==> config.mk <==
export PLATFORM = sky130hd
export DESIGN_NAME = hcf_top
export DESIGN_NICKNAME = d
export VERILOG_FILES = /design/src/hdl/hcf_pkg.sv /design/src/hdl/hcf_sticky.sv /design/src/hdl/hcf_sof_timer.sv /design/src/hdl/hcf_top.sv
export SDC_FILE = /design/constraint.sdc
export NUM_CORES = 1
export LEC_CHECK = 0
export BUFFER_PORTS_ARGS = -buffer_cell sky130_fd_sc_hd__buf_2
export CORE_UTILIZATION = 30
export DETAILED_ROUTE_END_ITERATION = 6
export PLACE_DENSITY_LB_ADDON = 0.15
export SLEW_MARGIN = 0
export SYNTH_ARGS = -nofsm -noshare
export SYNTH_HDL_FRONTEND = slang
export SYNTH_SLANG_ARGS = --single-unit
==> constraint.sdc <==
create_clock -name clk -period 6.2 [get_ports clk]
set_input_delay 0.31 -clock clk [delete_from_list [all_inputs] [get_ports clk]]
set_output_delay 0.31 -clock clk [all_outputs]
set_load 0.01 [all_outputs]
==> src/hdl/hcf_pkg.sv <==
/*
 Shared constants for the host operating-control block: register map,
 field positions, functional-state encoding and timing figures.
 Assumes a 250 MHz core clock and a 32-bit AXI4-Lite register bus.
*/
package hcf_pkg;

   // -------------------------------------------------------------
   // timing
   // -------------------------------------------------------------
   localparam int CLK_PERIOD_NS = 4;
   localparam int SOF_DELAY_NS = 1000000;
   // least time, rounded up to whole cycles
   localparam int SOF_DELAY_CYC =
      (SOF_DELAY_NS + CLK_PERIOD_NS - 1) / CLK_PERIOD_NS;
   localparam logic [7:0] HUB_RST_CYC = 8'h10;

   // -------------------------------------------------------------
   // register port codes and byte addresses
   // -------------------------------------------------------------
   localparam logic [7:0] CTRL_RD_CODE = 8'h01;
   localparam logic [7:0] CTRL_WR_CODE = 8'h81;
   // write code carries the same index in its low bits
   localparam logic [7:0] ADDR_CTRL = {CTRL_RD_CODE[5:0], 2'h0};
   localparam logic [7:0] ADDR_INTSTS = 8'h10;
   localparam logic [7:0] ADDR_INTMASK = 8'h14;
   localparam logic [7:0] ADDR_SWRST = 8'h18;
   localparam logic [7:0] ADDR_STATUS = 8'h1C;

   // -------------------------------------------------------------
   // field positions
   // -------------------------------------------------------------
   localparam int RWE_BIT = 10;
   localparam int RWC_BIT = 9;
   localparam int FS_MSB = 7;
   localparam int FS_LSB = 6;
   localparam logic [31:0] CTRL_MASK = 32'h000006C0;
   localparam int INT_W = 2;
   localparam int INT_RD_BIT = 0;
   localparam int INT_SF_BIT = 1;
   localparam int SWRST_BIT = 0;
   localparam int ST_SOF_BIT = 0;
   localparam int ST_WAKE_BIT = 1;
   localparam int ST_HUB_BIT = 2;

   // -------------------------------------------------------------
   // encodings
   // -------------------------------------------------------------
   typedef enum logic [1:0] {
      FS_BUS_RESET = 2'h0,
      FS_BUS_RESUME = 2'h1,
      FS_OPERATIONAL = 2'h2,
      FS_SUSPENDED = 2'h3
   } hcf_fs_e;

   localparam logic [1:0] RESP_OKAY = 2'h0;
   localparam logic [1:0] RESP_SLVERR = 2'h2;

endpackage

==> src/hdl/hcf_sticky.sv <==
/*
 One sticky event bit: hardware sets it, software clears it by writing
 a one. Assumes set and clear arrive as single-cycle terms.
*/
`timescale 1ns/1ns
`default_nettype none
module hcf_sticky
(
   input wire logic clk,   // core clock
   input wire logic nrst,  // async reset, active low
   input wire logic set,   // event pulse
   input wire logic clr,   // write-one-to-clear
   output logic q          // sticky flag
);

   logic q_r;
   logic q_nxt;

   // set wins over a clear in the same cycle
   always_comb
   begin
      q_nxt = set | (q_r & ~clr);
   end

   // flag storage
   always_ff @(posedge clk or negedge nrst)
   begin
      if (!nrst)
         q_r <= 1'b0;
      else
         q_r <= q_nxt;
   end

   assign q = q_r;

   chk_set_wins: assert property (@(posedge clk) disable iff (!nrst)
      set |=> q_r)
      else $error("sticky flag lost an event");

endmodule
`default_nettype wire

==> src/hdl/hcf_sof_timer.sv <==
/*
 Delay timer for frame-start generation: a start pulse loads the count,
 a one-cycle done pulse follows exactly DELAY_CYC cycles later.
 Assumes stop is held while the bus is not operational.
*/
`timescale 1ns/1ns
`default_nettype none
module hcf_sof_timer
#(
   parameter int DELAY_CYC = 250000,
   parameter int CNT_W = 18
)
(
   input wire logic clk,   // core clock
   input wire logic nrst,  // async reset, active low
   input wire logic start, // begin the delay
   input wire logic stop,  // abandon the delay
   output logic done       // delay elapsed, one cycle
);

   logic [CNT_W-1:0] count_r;
   logic busy_r;
   logic done_r;

   // down-counter with stop over start over expiry
   always_ff @(posedge clk or negedge nrst)
   begin
      if (!nrst)
      begin
         count_r <= '0;
         busy_r <= 1'b0;
         done_r <= 1'b0;
      end
      else if (stop)
      begin
         busy_r <= 1'b0;
         done_r <= 1'b0;
      end
      else if (start)
      begin
         count_r <= CNT_W'(DELAY_CYC - 1);
         busy_r <= 1'b1;
         done_r <= 1'b0;
      end
      else if (busy_r && count_r == '0)
      begin
         busy_r <= 1'b0;
         done_r <= 1'b1;
      end
      else
      begin
         count_r <= busy_r ? count_r - 1'b1 : count_r;
         done_r <= 1'b0;
      end
   end

   assign done = done_r;

   chk_done_single: assert property (@(posedge clk) disable iff (!nrst)
      done_r |=> !done_r)
      else $error("timer done pulse longer than one cycle");

endmodule
`default_nettype wire

==> src/hdl/hcf_top.sv <==
/*
 Host operating-control register block behind an AXI4-Lite slave:
 functional state, remote wake-up bits, frame-start delay, sticky
 event status with mask and interrupt, root hub reset after power-up.
 Assumes resumeDetect is a synchronous pulse from the downstream ports.
*/
`timescale 1ns/1ns
`default_nettype none
module hcf_top
   import hcf_pkg::*;
#(
   parameter int SOF_CYC = SOF_DELAY_CYC,
   parameter int CNT_W = $clog2(SOF_CYC + 2)
)
(
   input wire logic clk,          // 250 MHz core clock
   input wire logic nrst,         // async reset, active low
   input wire logic [7:0] awaddr, // write address
   input wire logic awvalid,      // write address valid
   output logic awready,          // write address ready
   input wire logic [31:0] wdata, // write data
   input wire logic [3:0] wstrb,  // write byte enables
   input wire logic wvalid,       // write data valid
   output logic wready,           // write data ready
   output logic [1:0] bresp,      // write response
   output logic bvalid,           // write response valid
   input wire logic bready,       // write response ready
   input wire logic [7:0] araddr, // read address
   input wire logic arvalid,      // read address valid
   output logic arready,          // read address ready
   output logic [31:0] rdata,     // read data
   output logic [1:0] rresp,      // read response
   output logic rvalid,           // read data valid
   input wire logic rready,       // read data ready
   input wire logic resumeDetect, // resume seen on a port
   output logic irq,              // level interrupt
   output logic remoteWakeup,     // wake-up to host system
   output logic sofActive,        // frame starts running
   output logic rootHubReset,     // root hub held in reset
   output logic portResetDrive    // reset signalling on ports
);

   // -------------------------------------------------------------
   // declarations
   // -------------------------------------------------------------
   logic awready_r, wready_r, bvalid_r, arready_r, rvalid_r;
   logic awHeld_r, wHeld_r;
   logic [7:0] awAddr_r;
   logic [31:0] wData_r;
   logic [3:0] wStrb_r;
   logic [1:0] bresp_r, rresp_r;
   logic [31:0] rdata_r;
   logic doWrite, ctrlWr, swRst, wrMapped;
   logic [INT_W-1:0] stsClr, stsSet, intSts;
   logic [INT_W-1:0] mask_r;
   hcf_fs_e fs_r, fsPrev_r;
   logic rwe_r, rwc_r;
   logic enterOper, sofDone, sofActive_r;
   logic irq_r, wake_r;
   logic [7:0] hubCnt_r;
   logic hubRst_r;
   logic [31:0] rdWord;
   logic rdMapped;
   logic [CNT_W:0] operCnt_r;

   // -------------------------------------------------------------
   // write channel
   // -------------------------------------------------------------
   assign doWrite = awHeld_r && wHeld_r && !bvalid_r;

   // address and data taken in either order
   always_ff @(posedge clk or negedge nrst)
   begin
      if (!nrst)
      begin
         awHeld_r <= 1'b0;
         awready_r <= 1'b1;
         awAddr_r <= 8'h00;
      end
      else if (awvalid && awready_r)
      begin
         awHeld_r <= 1'b1;
         awready_r <= 1'b0;
         awAddr_r <= awaddr;
      end
      else if (doWrite)
      begin
         awHeld_r <= 1'b0;
         awready_r <= 1'b1;
      end
   end

   // write data holding
   always_ff @(posedge clk or negedge nrst)
   begin
      if (!nrst)
      begin
         wHeld_r <= 1'b0;
         wready_r <= 1'b1;
         wData_r <= 32'h00000000;
         wStrb_r <= 4'h0;
      end
      else if (wvalid && wready_r)
      begin
         wHeld_r <= 1'b1;
         wready_r <= 1'b0;
         wData_r <= wdata;
         wStrb_r <= wstrb;
      end
      else if (doWrite)
      begin
         wHeld_r <= 1'b0;
         wready_r <= 1'b1;
      end
   end

   // write decode
   always_comb
   begin
      wrMapped = awAddr_r == ADDR_CTRL || awAddr_r == ADDR_INTSTS ||
         awAddr_r == ADDR_INTMASK || awAddr_r == ADDR_SWRST ||
         awAddr_r == ADDR_STATUS;
      ctrlWr = doWrite && awAddr_r == ADDR_CTRL;
      swRst = doWrite && awAddr_r == ADDR_SWRST && wStrb_r[0] &&
         wData_r[SWRST_BIT];
      stsClr = (doWrite && awAddr_r == ADDR_INTSTS && wStrb_r[0]) ?
         wData_r[INT_W-1:0] : '0;
   end

   // write response
   always_ff @(posedge clk or negedge nrst)
   begin
      if (!nrst)
      begin
         bvalid_r <= 1'b0;
         bresp_r <= RESP_OKAY;
      end
      else if (doWrite)
      begin
         bvalid_r <= 1'b1;
         bresp_r <= wrMapped ? RESP_OKAY : RESP_SLVERR;
      end
      else if (bready)
         bvalid_r <= 1'b0;
   end

   // -------------------------------------------------------------
   // control register fields
   // -------------------------------------------------------------
   // functional state: software write, reset, or autonomous resume
   always_ff @(posedge clk or negedge nrst)
   begin
      if (!nrst)
         fs_r <= FS_BUS_RESET;
      else if (swRst)
         fs_r <= FS_BUS_RESET;
      else if (ctrlWr && wStrb_r[0])
         fs_r <= hcf_fs_e'(wData_r[FS_MSB:FS_LSB]);
      else if (fs_r == FS_SUSPENDED && resumeDetect)
         fs_r <= FS_BUS_RESUME;
   end

   // wake-up enable written by software only, cleared by resets
   always_ff @(posedge clk or negedge nrst)
   begin
      if (!nrst)
         rwe_r <= 1'b0;
      else if (swRst)
         rwe_r <= 1'b0;
      else if (ctrlWr && wStrb_r[1])
         rwe_r <= wData_r[RWE_BIT];
   end

   always_ff @(posedge clk or negedge nrst)
   begin
      if (!nrst)
         rwc_r <= 1'b0;
      else if (ctrlWr && wStrb_r[1])
         rwc_r <= wData_r[RWC_BIT];
   end

   // -------------------------------------------------------------
   // frame-start delay
   // -------------------------------------------------------------
   // detect entry to operational
   assign enterOper = fs_r == FS_OPERATIONAL &&
      fsPrev_r != FS_OPERATIONAL;

   // previous state for transition detection
   always_ff @(posedge clk or negedge nrst)
   begin
      if (!nrst)
         fsPrev_r <= FS_BUS_RESET;
      else
         fsPrev_r <= fs_r;
   end

   // entry detect and the output flop each add a cycle, so the
   // timer runs two short and frames begin exactly SOF_CYC later
   hcf_sof_timer #(
      .DELAY_CYC(SOF_CYC - 2),
      .CNT_W(CNT_W)
   ) u_sof_timer (
      .clk(clk),
      .nrst(nrst),
      .start(enterOper),
      .stop(fs_r != FS_OPERATIONAL),
      .done(sofDone)
   );

   always_ff @(posedge clk or negedge nrst)
   begin
      if (!nrst)
         sofActive_r <= 1'b0;
      else if (fs_r != FS_OPERATIONAL)
         sofActive_r <= 1'b0;
      else if (sofDone)
         sofActive_r <= 1'b1;
   end

   // -------------------------------------------------------------
   // event status, mask and interrupt
   // -------------------------------------------------------------
   // event sources
   always_comb
   begin
      stsSet = '0;
      stsSet[INT_RD_BIT] = resumeDetect;
      stsSet[INT_SF_BIT] = sofDone;
   end

   genvar gi;
   generate
      for (gi = 0; gi < INT_W; gi++)
      begin : g_sts
         hcf_sticky u_sticky (
            .clk(clk),
            .nrst(nrst),
            .set(stsSet[gi]),
            .clr(stsClr[gi]),
            .q(intSts[gi])
         );
      end
   endgenerate

   // interrupt mask
   always_ff @(posedge clk or negedge nrst)
   begin
      if (!nrst)
         mask_r <= '0;
      else if (doWrite && awAddr_r == ADDR_INTMASK && wStrb_r[0])
         mask_r <= wData_r[INT_W-1:0];
   end

   // interrupt and wake-up outputs
   always_ff @(posedge clk or negedge nrst)
   begin
      if (!nrst)
      begin
         irq_r <= 1'b0;
         wake_r <= 1'b0;
      end
      else
      begin
         irq_r <= |(intSts & mask_r);
         wake_r <= rwe_r && intSts[INT_RD_BIT];
      end
   end

   // -------------------------------------------------------------
   // root hub reset after hardware reset
   // -------------------------------------------------------------
   // hardware reset only
   always_ff @(posedge clk or negedge nrst)
   begin
      if (!nrst)
      begin
         hubCnt_r <= HUB_RST_CYC;
         hubRst_r <= 1'b1;
      end
      else if (hubCnt_r != 8'h00)
         hubCnt_r <= hubCnt_r - 8'h01;
      else
         hubRst_r <= 1'b0;
   end

   // -------------------------------------------------------------
   // read channel
   // -------------------------------------------------------------
   // read mux, reserved bits zero
   always_comb
   begin
      rdWord = 32'h00000000;
      rdMapped = 1'b1;
      case (araddr)
         ADDR_CTRL:
         begin
            rdWord[RWE_BIT] = rwe_r;
            rdWord[RWC_BIT] = rwc_r;
            rdWord[FS_MSB:FS_LSB] = fs_r;
         end
         ADDR_INTSTS: rdWord[INT_W-1:0] = intSts;
         ADDR_INTMASK: rdWord[INT_W-1:0] = mask_r;
         ADDR_SWRST: rdWord = 32'h00000000;
         ADDR_STATUS:
         begin
            rdWord[ST_SOF_BIT] = sofActive_r;
            rdWord[ST_WAKE_BIT] = wake_r;
            rdWord[ST_HUB_BIT] = hubRst_r;
         end
         default: rdMapped = 1'b0;
      endcase
   end

   // read handshake
   always_ff @(posedge clk or negedge nrst)
   begin
      if (!nrst)
      begin
         arready_r <= 1'b1;
         rvalid_r <= 1'b0;
         rdata_r <= 32'h00000000;
         rresp_r <= RESP_OKAY;
      end
      else if (arvalid && arready_r)
      begin
         arready_r <= 1'b0;
         rvalid_r <= 1'b1;
         rdata_r <= rdWord;
         rresp_r <= rdMapped ? RESP_OKAY : RESP_SLVERR;
      end
      else if (rvalid_r && rready)
      begin
         arready_r <= 1'b1;
         rvalid_r <= 1'b0;
      end
   end

   // -------------------------------------------------------------
   // outputs
   // -------------------------------------------------------------
   assign awready = awready_r;
   assign wready = wready_r;
   assign bvalid = bvalid_r;
   assign bresp = bresp_r;
   assign arready = arready_r;
   assign rvalid = rvalid_r;
   assign rdata = rdata_r;
   assign rresp = rresp_r;
   assign irq = irq_r;
   assign remoteWakeup = wake_r;
   assign sofActive = sofActive_r;
   assign rootHubReset = hubRst_r;
   assign portResetDrive = hubRst_r;

   // -------------------------------------------------------------
   // checks
   // -------------------------------------------------------------
   // cycles spent in the operational state
   always_ff @(posedge clk or negedge nrst)
   begin
      if (!nrst)
         operCnt_r <= '0;
      else if (fs_r != FS_OPERATIONAL)
         operCnt_r <= '0;
      else if (!(&operCnt_r))
         operCnt_r <= operCnt_r + 1'b1;
   end

   chk_wake_signal: assert property (
      @(posedge clk) disable iff (!nrst)
      rwe_r && intSts[INT_RD_BIT] |=> remoteWakeup)
      else $error("remote wake-up not signalled");
   chk_irq_mask_only: assert property (
      @(posedge clk) disable iff (!nrst)
      !(|(intSts & mask_r)) && rwe_r |=> !irq)
      else $error("interrupt raised by wake-up enable");
   chk_rwc_kept: assert property (
      @(posedge clk) disable iff (!nrst)
      swRst |=> rwc_r == $past(rwc_r))
      else $error("wake-up connected lost on software reset");
   chk_fs_hw_change: assert property (
      @(posedge clk) disable iff (!nrst)
      fs_r != $past(fs_r) && !$past(ctrlWr) && !$past(swRst)
      |-> $past(fs_r) == FS_SUSPENDED && fs_r == FS_BUS_RESUME)
      else $error("state changed by hardware outside suspend");
   chk_resume_move: assert property (
      @(posedge clk) disable iff (!nrst)
      fs_r == FS_SUSPENDED && resumeDetect && !ctrlWr && !swRst
      |=> fs_r == FS_BUS_RESUME ##1 intSts[INT_RD_BIT])
      else $error("resume not taken from suspend");
   chk_sof_delay: assert property (
      @(posedge clk) disable iff (!nrst)
      $rose(sofActive) |-> operCnt_r == (CNT_W+1)'(SOF_CYC))
      else $error("frame starts began at wrong delay");
   chk_swrst_state: assert property (
      @(posedge clk) disable iff (!nrst)
      swRst |=> fs_r == FS_BUS_RESET && !rwe_r)
      else $error("software reset missed bus reset state");
   chk_hub_no_swrst: assert property (
      @(posedge clk) disable iff (!nrst)
      !rootHubReset |=> !rootHubReset && !portResetDrive)
      else $error("root hub reset raised after power-up");
   chk_ctrl_read: assert property (
      @(posedge clk) disable iff (!nrst)
      arvalid && arready && araddr == ADDR_CTRL
      |=> rvalid && rresp == RESP_OKAY && (rdata & ~CTRL_MASK) == '0)
      else $error("control read bad response or reserved bits");

endmodule
`default_nettype wire

==> metrics.log <==
INFO  metric run_status = completed
INFO  metric required = 6.42 ns
INFO  metric std_cell_rows = 39
INFO  metric rsz0062_at_grt = no
INFO  metric finish.net_count = 433
INFO  metric layout_commonest_cell = dfrtp_1
INFO  metric layout-drive-gt1-share = 0.274
INFO  metric leakage = 0.00191 µW
INFO  metric drc = 0
INFO  metric die_area = 12200 µm²
INFO  metric slowest_stage = or4_4
INFO  metric antenna_cells = 0
INFO  metric min_path_cells = 2
INFO  metric reg2regPathDepth = 4
INFO  metric cts.path.max_buffers = 2
INFO  metric fin_worst_skew = 0.00547 ns
INFO  metric yosysSeqAreaShare = 0.528
INFO  metric worst_skew_pair.late_latency = 0.34 ns
INFO  metric number_of_synthesized_flops_with_an_enable_pin = 0
INFO  metric core_area = 11400 µm²
INFO  metric numCtsBuffers = 9
INFO  metric fin_hold_viols = 0
INFO  metric tritoncts = done
INFO  metric timing.critical_path.to_type = flip-flop
INFO  metric cts.reportedPaths.clkPinSlew = 0.06 ns
INFO  metric post-dp-hpwl = 4710 µm
INFO  metric cts_setup_buffers = 0
INFO  metric final_setup_violation_count = 0
INFO  metric timing.critical_path.from = u_sof_timer.count_r[8]
INFO  metric clock-sinks = 74
INFO  metric yosysTopAreaCellShare = 0.490
INFO  metric synth_warnings = 0
INFO  metric worstMarginPinSlew = 1.04 ns
INFO  metric wl_per_cell = 13.1 µm
INFO  metric final_slew_violations = 0
INFO  metric groute.usage.overall = 0.125
INFO  metric placement.io_buffers = 50
INFO  metric gr-total-overflow = 0
INFO  metric holdBufCountCts = 0
INFO  metric worst_path_dominant_cell_family = simple AND/OR/NAND/NOR gates
INFO  metric floorplan.die.height = 110 µm
INFO  metric syn_area_per_cell = 11.2 µm²
INFO  metric maxCapViolations = 0
INFO  metric netlist_top_cells_area = dfrtp_1, mux2_2, buf_4
INFO  metric async_set_or_reset_flop_fraction_in_the_synthesized_netlist = 1.00
INFO  metric final_period_minus_worst_setup_slack = 2.24 ns
INFO  metric critical_path.reg2reg.endpoint = u_sof_timer.count_r[2]
INFO  metric route.antenna.remaining_nets = 0
INFO  metric htree_levels = 3
INFO  metric most_used_flip_flop_cell_after_synthesis = dfrtp_1
INFO  metric power_per_cell_area = 392 nW/µm²
INFO  metric timing.critical_path.from_type = flip-flop
INFO  metric place.gp.congestion = 0.707
INFO  metric grt_max_degree = 75
INFO  metric syn-instance-count = 315
INFO  metric initial_core_util = 0.308
INFO  metric maxSlewHeadroom = 0.305
INFO  metric routed_wl = 6770 µm
INFO  metric worst_ir_drop_vdd = 0.255 mV
INFO  metric cp.buffers_inverters = 0
INFO  metric crit_path_cell_trace = or4_4, nor4_2, a21oi_1, a221o_1
INFO  metric hold_path.class = input port to flip-flop
INFO  metric r2r-start = u_sof_timer.count_r[8]
INFO  metric synth.ff_latch_count = 74
INFO  metric grt_antenna_before_repair = 0
INFO  metric clk_root_buffer_cell = clkbuf_16
INFO  metric highest_achievable_clock_rate = 447 MHz
INFO  metric cells_resized_by_post_cts_repair = 0
INFO  metric critical_path_arrival = 2.46 ns
INFO  metric dr_total_vias = 2391
INFO  metric area_growth = 17.2%
INFO  metric die_x = 110 µm
INFO  metric critical_setup_path_kind = flip-flop to flip-flop
INFO  metric post_synth_num_cell_types = 54
INFO  metric final.setup.tns = 0 ns
INFO  metric drtPass1Iterations = 4
INFO  metric detail_route.vias_per_cell = 4.61
INFO  metric critical_path.max_stage_delay = 0.55 ns
INFO  metric place_area = 3830 µm²
INFO  metric yosys.area.top_type = dfrtp_1
INFO  metric fin_crit_sh = 0.361
INFO  metric top_library_cells_by_usage_in_the_layout_fill_and_taps_aside = dfrtp_1, buf_2, nor2_1, conb_1, nand2_1
INFO  metric reg2reg_slack = 3.96 ns
INFO  metric synth_area = 3520 µm²
INFO  metric final_cell_area = 4130 µm²
INFO  metric first_global_vias = 2268
INFO  metric pin_count = 106
INFO  metric drt_iter0_markers = 86
INFO  metric crit_path_end = u_sof_timer.count_r[2]
INFO  metric grt_pass1_wl = 11200 µm
INFO  metric number_of_stages_on_the_worst_setup_path = 4
INFO  metric max_fo_critical_path = 8
==> cell usage after synthesis (all sizes together) (2+ instances only) <==
master	number
and2	2
dfstp	5
nor3	7
ha	2
xnor2	8
a21o	3
buf	28
nor4b	2
nor4	7
nand4b	2
mux2	22
or3	5
xor2	6
nor2b	4
a21oi	8
a31oi	2
nand2	26
nor2	28
nand2b	6
and4b	2
or4	5
nand3b	3
nand3	8
o21a	3
o21ai	7
mux2i	5
o211ai	2
dfrtp	69
o31ai	6
inv	7
clkbuf	4
a22o	5
==> how the worst min path moves through the flow <==
stage                      from                   to
2_1_floorplan              nrst          awAddr_r[0]
3_3_place_gp   u_sof_timer.done  g_sts[1].u_sticky.q
3_5_place_dp   u_sof_timer.done  g_sts[1].u_sticky.q
4_1_cts                 arvalid              arready
5_1_grt                 arvalid              arready
6_report                arvalid              arready
==> registers in the layout, summed over array words and instances (netlist names), 2 cells and up <==
signal / flops
hubCnt_r: 8
u_sof_timer.count_r: 18
g_sts.u_sticky.q: 2
wStrb_r: 2
rdata: 7
fsPrev_r: 2
fs_r: 2
wData_r: 6
awAddr_r: 8
mask_r: 2
==> area by class of cell <==
| class | instances | area (µm²) |
|---|---|---|
| inverter | 7 | 26.3 |
| clock inverter | 6 | 67.6 |
| tap | 143 | 179 |
| sequential | 74 | 1860 |
| fill | 1141 | 7290 |
| timing repair buffer | 51 | 258 |
| clock buffer | 10 | 229 |
| multi-input combinational | 228 | 1510 |
==> worst reg2reg max path: cells and delay by family (launching register included) <==
family          cells  cell delay (ns)
compound gates      2             0.74
simple gates        2             0.94
flops               1             0.45
==> power breakdown <==
group / internal [µW] / leakage [µW] / switching [µW] / total (µW)
Clock: 312 / 0.000139 / 204 / 516
Sequential: 613 / 0.000909 / 93.6 / 707
Combinational: 183 / 0.000866 / 214 / 397
Total: 1110 / 0.00191 / 511 / 1620
==> stage by stage <==
step / worst slack (ns) / total power (µW) / std cells / utilization / hold WS [ns]
finish: 3.96 / 1620 / 519 / 0.361 / 0.131
global route: 3.80 / 1730 / 519 / 0.361 / 0.137
CTS: 3.97 / 1650 / 519 / 0.361 / 0.118
detailed placement: 3.97 / 1120 / 503 / 0.336 / 0.443
global placement: 3.98 / 1110 / 503 / 0.336 / 0.445
floorplan: 4.15 / 1010 / 341 / - / 0.0144
==> routing by layer <==
| layer | wire (µm) | global-route usage | share of wire | vias to the layer above |
|---|---|---|---|---|
| li1 | - | - | - | 1177 |
| met1 | 3380 | 0.163 | 0.50 | 1136 |
| met2 | 2860 | 0.181 | 0.42 | 73 |
| met3 | 442 | 0.0558 | 0.065 | 5 |
| met4 | 93 | 0.0451 | 0.014 | 0 |
| met5 | 0 | 0 | 0 | - |
==> kinds of logic (layout without fill, tap and decap cells) <==
kind of cell / count (synthesis) / after routing / share of synthesized area
buffers and inverters: 39 / 74 / 0.0714
other: 1 / 27 / 0.00106
muxes: 27 / 27 / 0.0845
AOI/OAI and AO/OA: 43 / 43 / 0.0877
and+or+nand+nor: 115 / 115 / 0.186
adders and majority gates: 2 / 2 / 0.00710
xor gates and xnor gates: 14 / 14 / 0.0348
DFF: 74 / 74 / 0.528
Note: power is estimated with default switching activity, not from simulation.
